[src/rtl/pmc_regs.svh]
// Register offsets, fields and timing counts for the power mode control block
`ifndef PMC_REGS_SVH
`define PMC_REGS_SVH
`define PMC_ADDR_POWER_MODE_CONTROL 8'h87
`define PMC_RESET_POWER_MODE_CONTROL 8'h00
`define PMC_BIT_HALT 0
`define PMC_BIT_DEEP 1
`define PMC_MCD_TIMEOUT_NS 100000
`define PMC_CLK_PERIOD_NS 10
`define PMC_MCD_CYCLES (`PMC_MCD_TIMEOUT_NS / `PMC_CLK_PERIOD_NS)
`endif

[src/rtl/pmc_pkg.sv]
// Types shared by the power mode control block
package pmc_pkg;
	typedef enum logic [2:0] {
		PMC_RUN   = 3'h1,
		PMC_LIGHT = 3'h2,
		PMC_DEEP  = 3'h4
	} pmc_state_t;
	typedef struct packed {
		logic       wr;
		logic       rd;
		logic [7:0] addr;
		logic [7:0] wdata;
	} pmc_sfr_req_t;
endpackage

[src/rtl/pmc_sync.sv]
// Two-flop synchroniser for asynchronous wake and reset-source inputs
`timescale 1ns/10ps
`default_nettype none
module pmc_sync (
	input  wire logic clk,
	input  wire logic rst_n,
	input  wire logic d,
	output logic      q
);
	logic meta_r;
	always_ff @(posedge clk or negedge rst_n) begin
		if (!rst_n) begin
			meta_r <= 1'b0;
			q      <= 1'b0;
		end else begin
			meta_r <= d;
			q      <= meta_r;
		end
	end
endmodule
`default_nettype wire

[src/rtl/pmc_top.sv]
// Power mode control: halt and deep sleep sequencing for the CPU core
`timescale 1ns/10ps
`default_nettype none
`include "pmc_regs.svh"
module pmc_top
	import pmc_pkg::*;
(
	input  wire logic          clk,
	input  wire logic          rst_n,
	input  wire pmc_sfr_req_t  sfr_req,
	input  wire logic          instr_done,
	input  wire logic          irq_pending,
	input  wire logic          wdt_timeout,
	input  wire logic          mcd_enable,
	input  wire logic          ext_reset_req,
	output logic [7:0]         sfr_rdata,
	output logic               cpu_clk_en,
	output logic               periph_clk_en,
	output logic               int_osc_en,
	output logic               irq_en,
	output logic               sys_reset_req,
	output logic               in_light_sleep,
	output logic               in_deep_sleep
);
	pmc_state_t  state_r;
	pmc_state_t  state_nxt;
	logic        halt_r;
	logic        pend_halt_r;
	logic        pend_deep_r;
	logic [13:0] mcd_cnt_r;
	logic        irq_s;
	logic        wdt_s;
	logic        ext_s;
	logic        wr_hit;
	logic        any_reset;

	// Wake and reset sources come from other clock regions
	pmc_sync u_irq (
		.clk   (clk),
		.rst_n (rst_n),
		.d     (irq_pending),
		.q     (irq_s)
	);

	pmc_sync u_wdt (
		.clk   (clk),
		.rst_n (rst_n),
		.d     (wdt_timeout),
		.q     (wdt_s)
	);

	pmc_sync u_ext (
		.clk   (clk),
		.rst_n (rst_n),
		.d     (ext_reset_req),
		.q     (ext_s)
	);

	assign wr_hit = sfr_req.wr && (sfr_req.addr == `PMC_ADDR_POWER_MODE_CONTROL);
	assign any_reset = wdt_s || ext_s ||
		(mcd_enable && (mcd_cnt_r == 14'(`PMC_MCD_CYCLES - 1)));

	// Sleep requests wait for the writing instruction to retire
	always_ff @(posedge clk or negedge rst_n) begin
		if (!rst_n) begin
			pend_halt_r <= 1'b0;
			pend_deep_r <= 1'b0;
		end else if (wr_hit) begin
			pend_deep_r <= sfr_req.wdata[`PMC_BIT_DEEP];
			pend_halt_r <= sfr_req.wdata[`PMC_BIT_HALT] && !sfr_req.wdata[`PMC_BIT_DEEP];
		end else if (instr_done) begin
			pend_halt_r <= 1'b0;
			pend_deep_r <= 1'b0;
		end
	end

	// Halt select bit, readable
	always_ff @(posedge clk or negedge rst_n) begin
		if (!rst_n) begin
			halt_r <= 1'b0;
		end else if (state_r == PMC_LIGHT && (irq_s || any_reset)) begin
			halt_r <= 1'b0;
		end else if (wr_hit) begin
			halt_r <= sfr_req.wdata[`PMC_BIT_HALT] && !sfr_req.wdata[`PMC_BIT_DEEP];
		end
	end

	// stall only, no jump
	// The core keeps its program counter while gated, so the interrupt
	// return lands on the instruction after the halting write.
	always_comb begin
		state_nxt = state_r;
		case (state_r)
			PMC_RUN: begin
				if (instr_done && pend_deep_r) begin
					state_nxt = PMC_DEEP;
				end else if (instr_done && pend_halt_r) begin
					state_nxt = PMC_LIGHT;
				end
			end
			PMC_LIGHT: begin
				if (irq_s || any_reset) begin
					state_nxt = PMC_RUN;
				end
			end
			PMC_DEEP: begin
				if (any_reset) begin
					state_nxt = PMC_RUN;
				end
			end
			default: state_nxt = PMC_RUN;
		endcase
	end

	always_ff @(posedge clk or negedge rst_n) begin
		if (!rst_n) begin
			state_r <= PMC_RUN;
		end else begin
			state_r <= state_nxt;
		end
	end

	// detector counts while deep sleep stops the clock source
	always_ff @(posedge clk or negedge rst_n) begin
		if (!rst_n) begin
			mcd_cnt_r <= 14'h0;
		end else if (state_r == PMC_DEEP && mcd_enable) begin
			mcd_cnt_r <= mcd_cnt_r + 14'h1;
		end else begin
			mcd_cnt_r <= 14'h0;
		end
	end

	// only CPU clock gated in light sleep; deep sleep also gates periph, oscillator and irq enables
	// Outputs lag the state by one cycle so every pin leaves a flop.
	// light sleep gates CPU only
	always_ff @(posedge clk or negedge rst_n) begin
		if (!rst_n) begin
			cpu_clk_en <= 1'b1;
		end else begin
			cpu_clk_en <= (state_r == PMC_RUN);
		end
	end

	always_ff @(posedge clk or negedge rst_n) begin
		if (!rst_n) begin
			periph_clk_en <= 1'b1;
		end else begin
			periph_clk_en <= (state_r != PMC_DEEP);
		end
	end

	always_ff @(posedge clk or negedge rst_n) begin
		if (!rst_n) begin
			int_osc_en <= 1'b1;
		end else begin
			int_osc_en <= (state_r != PMC_DEEP);
		end
	end

	always_ff @(posedge clk or negedge rst_n) begin
		if (!rst_n) begin
			irq_en <= 1'b1;
		end else begin
			irq_en <= (state_r != PMC_DEEP);
		end
	end

	always_ff @(posedge clk or negedge rst_n) begin
		if (!rst_n) begin
			sys_reset_req <= 1'b0;
		end else begin
			sys_reset_req <= any_reset;
		end
	end

	always_ff @(posedge clk or negedge rst_n) begin
		if (!rst_n) begin
			in_light_sleep <= 1'b0;
		end else begin
			in_light_sleep <= (state_r == PMC_LIGHT);
		end
	end

	always_ff @(posedge clk or negedge rst_n) begin
		if (!rst_n) begin
			in_deep_sleep <= 1'b0;
		end else begin
			in_deep_sleep <= (state_r == PMC_DEEP);
		end
	end

	always_ff @(posedge clk or negedge rst_n) begin
		if (!rst_n) begin
			sfr_rdata <= `PMC_RESET_POWER_MODE_CONTROL;
		end else if (sfr_req.rd && sfr_req.addr == `PMC_ADDR_POWER_MODE_CONTROL) begin
			sfr_rdata <= {7'h00, halt_r};
		end else begin
			sfr_rdata <= 8'h00;
		end
	end
endmodule
`default_nettype wire

[config.mk]
export PLATFORM = sky130hd
export DESIGN_NAME = pmc_top
export DESIGN_NICKNAME = d
export VERILOG_FILES = /design/src/rtl/pmc_pkg.sv /design/src/rtl/pmc_sync.sv /design/src/rtl/pmc_top.sv
export VERILOG_INCLUDE_DIRS = /design/src /design/src/rtl
export SDC_FILE = /design/constraint.sdc
export NUM_CORES = 1
export LEC_CHECK = 0
export ABC_AREA = 1
export CAP_MARGIN = 30
export CORE_MARGIN = 3
export CORE_UTILIZATION = 30
export CTS_CLUSTER_SIZE = 30
export DETAILED_ROUTE_END_ITERATION = 16
export DONT_BUFFER_PORTS = 1
export PLACE_DENSITY = 0.52
export SETUP_SLACK_MARGIN = 0.2
export SYNTH_ARGS = -nofsm -noshare
export SYNTH_HDL_FRONTEND = slang
export SYNTH_SLANG_ARGS = --single-unit
[constraint.sdc]
create_clock -name clk -period 1.6 [get_ports clk]
set_input_delay 0.32 -clock clk [delete_from_list [all_inputs] [get_ports clk]]
set_output_delay 0.32 -clock clk [all_outputs]
set_load 0.005 [all_outputs]
==> metrics.md, run 1 <==
| Metric | Value |
|---|---|
| Status | completed |
| IO Count | 40 |
| Critical Path Fanout Max | 4 |
| Drt total wl | 2575 microns |
| Distinct cells, synth | 28 |
| Fillers | between 400 and 500 |
| CTS tree | yes |
| Clk Tree Root Cell | clkbuf_8 |
| Max_cap viols | 0 |
| Metal2 WL | around 1200 microns |
| Detailed router's first-iteration violation count | 55 |
| CP startpoint kind | flip-flop |
| Power consumption | 1.824 mW |
| CP cell instances | ha_2 -> nand3_4 -> nor2_2 -> nand2_2 -> nor2_4 -> buf_6 -> nor2_2 -> a211oi_2 |
| Remaining DRCs | 0 |
| Yosys warns | 0 |
| Dpl hpwl | about 1900 microns |
| Placed Area | 1550 sq um |
| Tcrit/Tclk final | 0.8556 |
| Seq pwr share | 0.503 |
| Sink Count | 32 |
| Core Rows | 25 |
| Clk slew on worst S/H paths | approximately 0.07 ns |
| Antenna Nets Post-Route | 0 |
| # setup viols final | 0 |
| Slew Limit Fails | 0 |
| IO Port Bufs | 0 |
| Largest net degree at the start of global routing | 33 |
| Critical Path Most Common Cell | nor2_2 |
| Placed instance count | 226 |
| RSZ-0062 raised after global routing | true |
| Worst R2R Setup Slack | 0.23 ns |
| Die area | 5926 sq um |
| Worst setup path start | mcd_cnt_r[1]$_DFF_PN0_ |
| PwrDens | 1043 nW/um^2 |
| Min-delay src | irq_pending |
| Seq/Total Area, Yosys | 0.5323 |
| Global-route congestion overflow total | 0 |
| Clock power share | 0.416 |
| Initial Util | 0.3158 |
| Clock Path Buffers | 2 |
| Switching Power | 0.4323 mW |
| Final hold vios | 0 |
| Routed vias | 1027 |
| Setup crit end | mcd_cnt_r[8]$_DFF_PN0_ |
| R2r startpoint | mcd_cnt_r[1]$_DFF_PN0_ |
| Worst setup margin | 0.2310 ns |
| Worst-skew pair later-pin latency | roughly 0.28 ns |
| Met3 WL | 144 microns |
| Crit path DAT | between 1.5 and 2 ns |
| Syn-to-layout area delta | 15.65% |
| DR top layer | met4 |
| DIE WIDTH | about 77 microns |
| F_max | 0.7305 GHz |
| Largest stage delay on the critical path | 0.36 ns |
| Share of cells above drive strength 1 | 0.2197 |
| Final Skew | 0.001658 ns |
| Final TNS setup | 0 ns |
| Worst R2R Path Depth | 8 |
| Required time worst endpoint | 1.80 ns |
| First-pass GRT wire length | 4436 microns |
| H-tree depth | 2 |
| Critical path class | reg -> reg |
| Hold Crit Class | in -> reg |
| Initial antenna violation count | 0 |
| Wl on met1 | between 1000 and 1500 microns |
| Cell Int Power | 1.391 mW |
| Syn avg cell area | 9.330 sq um |
| CP Capture Type | flip-flop |
| 1st-pass router iterations | 4 |
| DP Worst Slack | 0.2103 ns |
| TritonCTS Buffers | 5 |
| Synthesized area | around 1500 sq um |
| Maximum vdd drop | ~440 uV |
| Cells after Synth | 162 |
| Combinational power share | 0.081 |
| Avg WL per Cell | 10.73 microns |
| Leakage power total | 0.7486 nW |
| DR vias/cell | 4.279 |
| Core Area | approximately 4800 sq um |
| Net Sw Frac | 0.2370 |
| Final GP Congestion | 0.7544 |
| NumNets Final | a little under 200 |
| Final Util | 0.3652 |
| GRT Total Usage | 0.09448 |
| Antenna cells | 0 |
| Final min period | about 1.4 ns |
| Register bit total from synthesis | 32 |
| Post-route cell area | roughly 1700 sq um |
| Vias in the first global route | between 900 and 1000 |
| Die Ht | approximately 77 microns |
| WHS | 0.06408 ns |
| R2R Path End | mcd_cnt_r[8]$_DFF_PN0_ |
| Finished Layout Cells | 240 |
| Slowest cell on crit path | dfrtp_1 |
## worst max-delay path: cells and delay by family, from the launching register on
| family | cells | cell delay [ns] |
|---|---|---|
| adder cells (fa/ha/maj) | 1 | 0.22 |
| AO/OA/AOI/OAI | 1 | 0.14 |
| AND/OR/NAND/NOR | 5 | 0.46 |
| flip-flops | 1 | 0.36 |
| buffers and inverters | 1 | 0.12 |
## final cells by class
| class | instances | area [sq um] | area share |
|---|---|---|---|
| multi-input combinational | 103 | 594.3 | 0.3400 |
| clock inverter | 3 | 42.54 | 0.02434 |
| inverter | 24 | 90.09 | 0.05154 |
| timing repair buffer | 6 | 63.81 | 0.03651 |
| clock buffer | 5 | 68.82 | 0.03937 |
| tap | 67 | 83.83 | 0.04796 |
| sequential | 32 | 804.5 | 0.4603 |
## cell usage in the layout (no fill, tap or decap), drive strengths merged
cell type	n
bufinv	1
nor3	5
nor4	1
dfstp	3
clkinvlp	1
clkinv	1
dlygate4sd3	1
o21ai	9
nand3	13
inv	24
buf	5
a21oi	9
nand2	27
nor3b	1
nor2	22
dfrtp	29
clkbuf	5
conb	7
xor2	2
a211oi	1
ha	1
a31oi	1
nand4	4
## power groups by stage
| stage | sequential [mW] | clock, mW | combinational, mW |
|---|---|---|---|
| final | 0.918 | 0.759 | 0.147 |
| after detailed placement | 0.934 | 0 | 0.121 |
| after floorplan | 0.929 | 0 | 0.113 |
| after CTS | 0.919 | 0.778 | 0.145 |
| after global routing | 0.923 | 0.820 | 0.182 |
| after global placement | 0.933 | 0 | 0.120 |
## flip-flops by register name (all words and copies together), names as in the netlist
signal,count
sys_reset_req,1
u_ext.meta_r,1
irq_en,1
u_ext.q,1
in_deep_sleep,1
pend_halt_r,1
u_wdt.q,1
cpu_clk_en,1
u_irq.q,1
u_irq.meta_r,1
mcd_cnt_r,14
in_light_sleep,1
state_r,3
u_wdt.meta_r,1
sfr_rdata,1
pend_deep_r,1
halt_r,1
## synth_stat cells
master,number,area [sq um]
a211oi_2,1,12.51
a21oi_1,9,45.04
a31oi_1,1,6.260
buf_4,9,67.56
conb_1,1,3.750
dfrtp_1,29,725.7
dfstp_2,3,78.83
ha_1,1,12.51
inv_1,21,78.83
inv_2,3,11.26
nand2_1,26,97.59
nand2_2,1,6.260
nand3_1,10,50.05
nand3_2,2,20.02
nand3_4,1,17.52
nand4_1,4,25.02
nor2_1,17,63.81
nor2_2,1,6.260
nor2_4,3,33.78
nor2_8,1,20.02
nor3_1,2,10.01
nor3_2,2,20.02
nor3_4,1,16.27
nor3b_1,1,7.510
nor4_2,1,12.51
o21ai_0,8,40.04
o21ai_1,1,5.000
xor2_1,2,17.52
## routing by layer
layer	GRT usage	vias up
met1	0.1237	477
met2	0.1402	21
met3	0.03991	4
met4	0.03203	0
met5	0	-
li1	-	525
## worst min-delay path by stage
stage          cells past startpoint                 endpoint  slack, ns
2_1_floorplan                      0       halt_r$_DFFE_PN0P_       0.02
3_3_place_gp                       0  mcd_cnt_r[13]$_DFF_PN0_       0.03
3_5_place_dp                       0  mcd_cnt_r[13]$_DFF_PN0_       0.03
4_1_cts                            0   u_irq.meta_r$_DFF_PN0_       0.05
5_1_grt                            0   u_irq.meta_r$_DFF_PN0_       0.04
6_report                           0   u_irq.meta_r$_DFF_PN0_       0.06
## timing repair
| item | in CTS | in global routing |
|---|---|---|
| setup buffers | 0 | 4 |
| hold buffers | 2 | 0 |
| hold endpoints to repair | 32 | 0 |
| endpoints found under the setup margin | 0 | 7 |
| resized for setup | 0 | 8 |
## logic make-up (layout without fill, tap and decap cells)
group | Yosys count | in the layout | synth area share
other | 1 | 7 | 0.002481
buffers and inverters | 33 | 38 | 0.1043
flip-flops | 32 | 32 | 0.5323
AO/OA/AOI/OAI | 20 | 20 | 0.07202
AND/OR/NAND/NOR | 73 | 73 | 0.2690
adder cells (fa/ha/maj) | 1 | 1 | 0.008277
XOR/XNOR | 2 | 2 | 0.01159
Power figures use the tool's default switching activity.
==> inputs of run 2 (changes only) <==
--- a/config.mk
+++ b/config.mk
@@ -6,7 +6,6 @@
 export SDC_FILE = /design/constraint.sdc
 export NUM_CORES = 1
 export LEC_CHECK = 0
-export ABC_AREA = 1
 export CAP_MARGIN = 30
 export CORE_MARGIN = 3
 export CORE_UTILIZATION = 30
@@ -17,4 +16,5 @@
 export SETUP_SLACK_MARGIN = 0.2
 export SYNTH_ARGS = -nofsm -noshare
 export SYNTH_HDL_FRONTEND = slang
+export SYNTH_HIERARCHICAL = 1
 export SYNTH_SLANG_ARGS = --single-unit
==> metrics.md, run 2 <==
| Metric | Value |
|---|---|
| Status | completed |
| Critical Path Fanout Max | 5 |
| Share of cells above drive strength 1 | 0.3151 |
| # setup viols final | 0 |
| H-tree depth | 2 |
| Biggest register | mcd_cnt_r |
| Routed vias | 935 |
| Largest register FFs | 14 |
| Critical path class | reg -> reg |
| 1st-pass router iterations | 4 |
| Clock Path Buffers | 2 |
| Remaining DRCs | 0 |
| Avg WL per Cell | about 14 microns |
| Register bit total from synthesis | 32 |
| RSZ-0062 raised after global routing | true |
| Syn-to-layout area delta | 26.94% |
| Largest stage delay on the critical path | 0.43 ns |
| Core Area | 4474 sq um |
| PwrDens | 909.2 nW/um^2 |
| Largest family of logic cells by synthesized area | simple AND/OR/NAND/NOR gates |
| Worst R2R Path Depth | 5 |
| Compound-gate portion of the synthesized area | 0.05370 |
| Dominant cells by area after synthesis | dfrtp_1 51%, dfstp_2 5.5%, xnor2_1 5.5% |
| Fillers | 411 |
| Sink Count | 32 |
| Die area | 5600 sq um |
| Synth top cells by count | 29 x dfrtp_1, 16 x nor2_1, 9 x buf_4, 9 x xnor2_1, 8 x inv_1 |
| Cell taking the most area after synthesis | dfrtp_1 |
| Crit path DAT | 1.69 ns |
| First-pass GRT wire length | 4395 microns |
| DR vias/cell | ~4.7 |
| Finished Layout Cells | between 150 and 200 |
| Clk Tree Root Cell | clkbuf_8 |
| Async SR Flop Fraction | 1.000 |
| Distinct cells, synth | 38 |
| Cells after Synth | 127 |
| Footprint of the multi-input gates | 653.1 sq um |
| Final GP Congestion | 0.7602 |
| Slew Limit Fails | 0 |
| CTS tree | yes |
| Worst-skew pair later-pin latency | 0.28 ns |
| Final min period | 1.515 ns |
| IO Count | 40 |
| Initial antenna violation count | 0 |
| Hold path endpoint | u_irq/meta_r$_DFF_PN0_ |
| NumNets Final | roughly 170 |
| CP cell instances | or3_4 -> o41ai_4 -> buf_4 -> o21ai_2 -> and2_1 |
| Leakage power total | between 0.8 and 0.9 nW |
| Hold Crit Class | in -> reg |
| Mux share of post-synthesis cell area | 0.02201 |
| Tcrit/Tclk final | 0.9466 |
| CP Capture Type | flip-flop |
| XOR/XNOR share of the synthesized area | 0.06162 |
| Placed instance count | 181 |
| Antenna Nets Post-Route | 0 |
| Syn avg cell area | about 11 sq um |
| Maximum vdd drop | about 440 uV |
| Seq/Total Area, Yosys | 0.5660 |
| Drt total wl | 2682 microns |
| TritonCTS Buffers | 5 |
| Simple-gate portion of the synthesized area | 0.2139 |
| F_max | between 0.6 and 0.7 GHz |
| Most common cell after layout, fill and taps aside | dfrtp_1 |
| EDFF count, synth | 0 |
| Hold Crit Depth | 0 |
| Final TNS setup | 0 ns |
| GRT Total Usage | 0.1061 |
| R2R Path End | halt_r$_DFFE_PN0P_ |
| IO Port Bufs | 0 |
| Synthesized area | around 1400 sq um |
| Clk slew on worst S/H paths | 0.07 ns |
| Antenna cells | 0 |
| Global-route congestion overflow total | 0 |
| Largest net degree at the start of global routing | 33 |
| Die Ht | 74.83 microns |
| Yosys warns | 6 |
| Most frequent cell after synthesis | dfrtp_1 |
| Final Skew | roughly 0.007 ns |
| Dpl hpwl | 1877 microns |
| Detailed router's first-iteration violation count | 38 |
| Biggest regs | mcd_cnt_r x14, state_r x3 |
| Vias in the first global route | 953 |
| CP startpoint kind | flip-flop |
| Final hold vios | 0 |
| Initial Util | 0.3177 |
| Post-Synth Adder-Cell Area | 0.008803 |
| Required time worst endpoint | approximately 1.8 ns |
| Core Rows | 24 |
| Min-delay src | irq_pending |
| Synth Flop Type | dfrtp_1 |
| Most frequent cells in the layout | 29 x dfrtp_1, 15 x nor2_1, 12 x buf_4, 9 x xnor2_1, 8 x inv_1 |
| Max_cap viols | 0 |
| Yosys top cell area share | 0.5106 |
| Seq. cell area | slightly above 800 sq um |
| Worst R2R Setup Slack | 0.09 ns |
| DIE WIDTH | roughly 75 microns |
| R2r startpoint | mcd_cnt_r[7]$_DFF_PN0_ |
| Slowest cell on crit path | dfrtp_1 |
-- run 2: changes by cell type after synthesis, moves of 4 or more --
cell / delta
nand2_1: -20
inv_1: -13
xnor2_1: +9
o21ai_0: -7
a21oi_1: -6
nand3_1: -4
nor4_1: +4
-- run 2: worst max path at each step --
stage	startpoint	endpoint	slack [ns]	cells past startpoint
6_report	mcd_cnt_r[7]$_DFF_PN0_	halt_r$_DFFE_PN0P_	0.09	5
3_3_place_gp	mcd_cnt_r[1]$_DFF_PN0_	halt_r$_DFFE_PN0P_	0.04	5
3_5_place_dp	mcd_cnt_r[1]$_DFF_PN0_	mcd_cnt_r[12]$_DFF_PN0_	0.02	6
4_1_cts	mcd_cnt_r[6]$_DFF_PN0_	halt_r$_DFFE_PN0P_	0.09	5
2_1_floorplan	sfr_req[13]	pend_deep_r$_DFFE_PN0P_	0.12	3
5_1_grt	mcd_cnt_r[4]$_DFF_PN0_	halt_r$_DFFE_PN0P_	0.04	5
-- run 2: critical path, delay by kind of cell, from the launching register on --
kind,cells,cell delay [ns]
AOI/OAI and AO/OA,2,0.25
buffers and inverters,1,0.19
DFF,1,0.43
and+or+nand+nor,2,0.54
-- run 2: power by group --
group | total [mW] | leakage [nW] | switching, mW | internal [mW]
clock | 0.763 | 0.0541 | 0.303 | 0.460
combinational | 0.0530 | 0.340 | 0.0309 | 0.0221
sequential | 0.824 | 0.414 | 0.00424 | 0.820
-- run 2: layout make-up --
type | instances | area share
Inverter | 8 | 0.01664
Multi-Input combinational cell | 83 | 0.3620
Clock buffer | 5 | 0.03814
Tap cell | 52 | 0.03606
Clock inverter | 3 | 0.02358
Timing Repair Buffer | 15 | 0.07767
Sequential cell | 32 | 0.4459
-- run 2: cells by family after synthesis --
group / count (synthesis)
adder cells (fa/ha/maj): 1
flip-flops: 32
multiplexers: 3
other: 1
AND/OR/NAND/NOR: 53
buffers and inverters: 18
AO/OA/AOI/OAI: 9
XOR/XNOR: 10
-- run 2: what timing repair did --
item | in CTS | in global routing
pin swaps | 4 | 5
endpoints found under the hold margin | 32 | 0
hold buffers | 2 | 0
buffers inserted | 6 | 1
gates cloned | 0 | 0
setup endpoints to repair | 10 | 14
resized for setup | 6 | 10
-- run 2: through the flow --
stage	power (mW)	utilization	hold slack (ns)	cell area, sq um	setup slack, ns
finish	1.640	0.4032	0.06779	1804	0.08542
global route	1.709	0.4032	0.04528	1804	0.03831
CTS	1.656	0.3881	0.05527	1737	0.09072
detailed placement	0.8637	0.3372	0.02538	1509	0.01648
global placement	0.8632	0.3372	0.02541	1509	0.04457
floorplan	0.8703	-	0.02441	1458	0.1201
-- run 2: per-layer routing --
metal / wire, microns / global-route usage
met1: 1214 / 0.1333
met2: 1333 / 0.1683
met3: 125 / 0.04005
met4: 8 / 0.03557
met5: 0 / 0
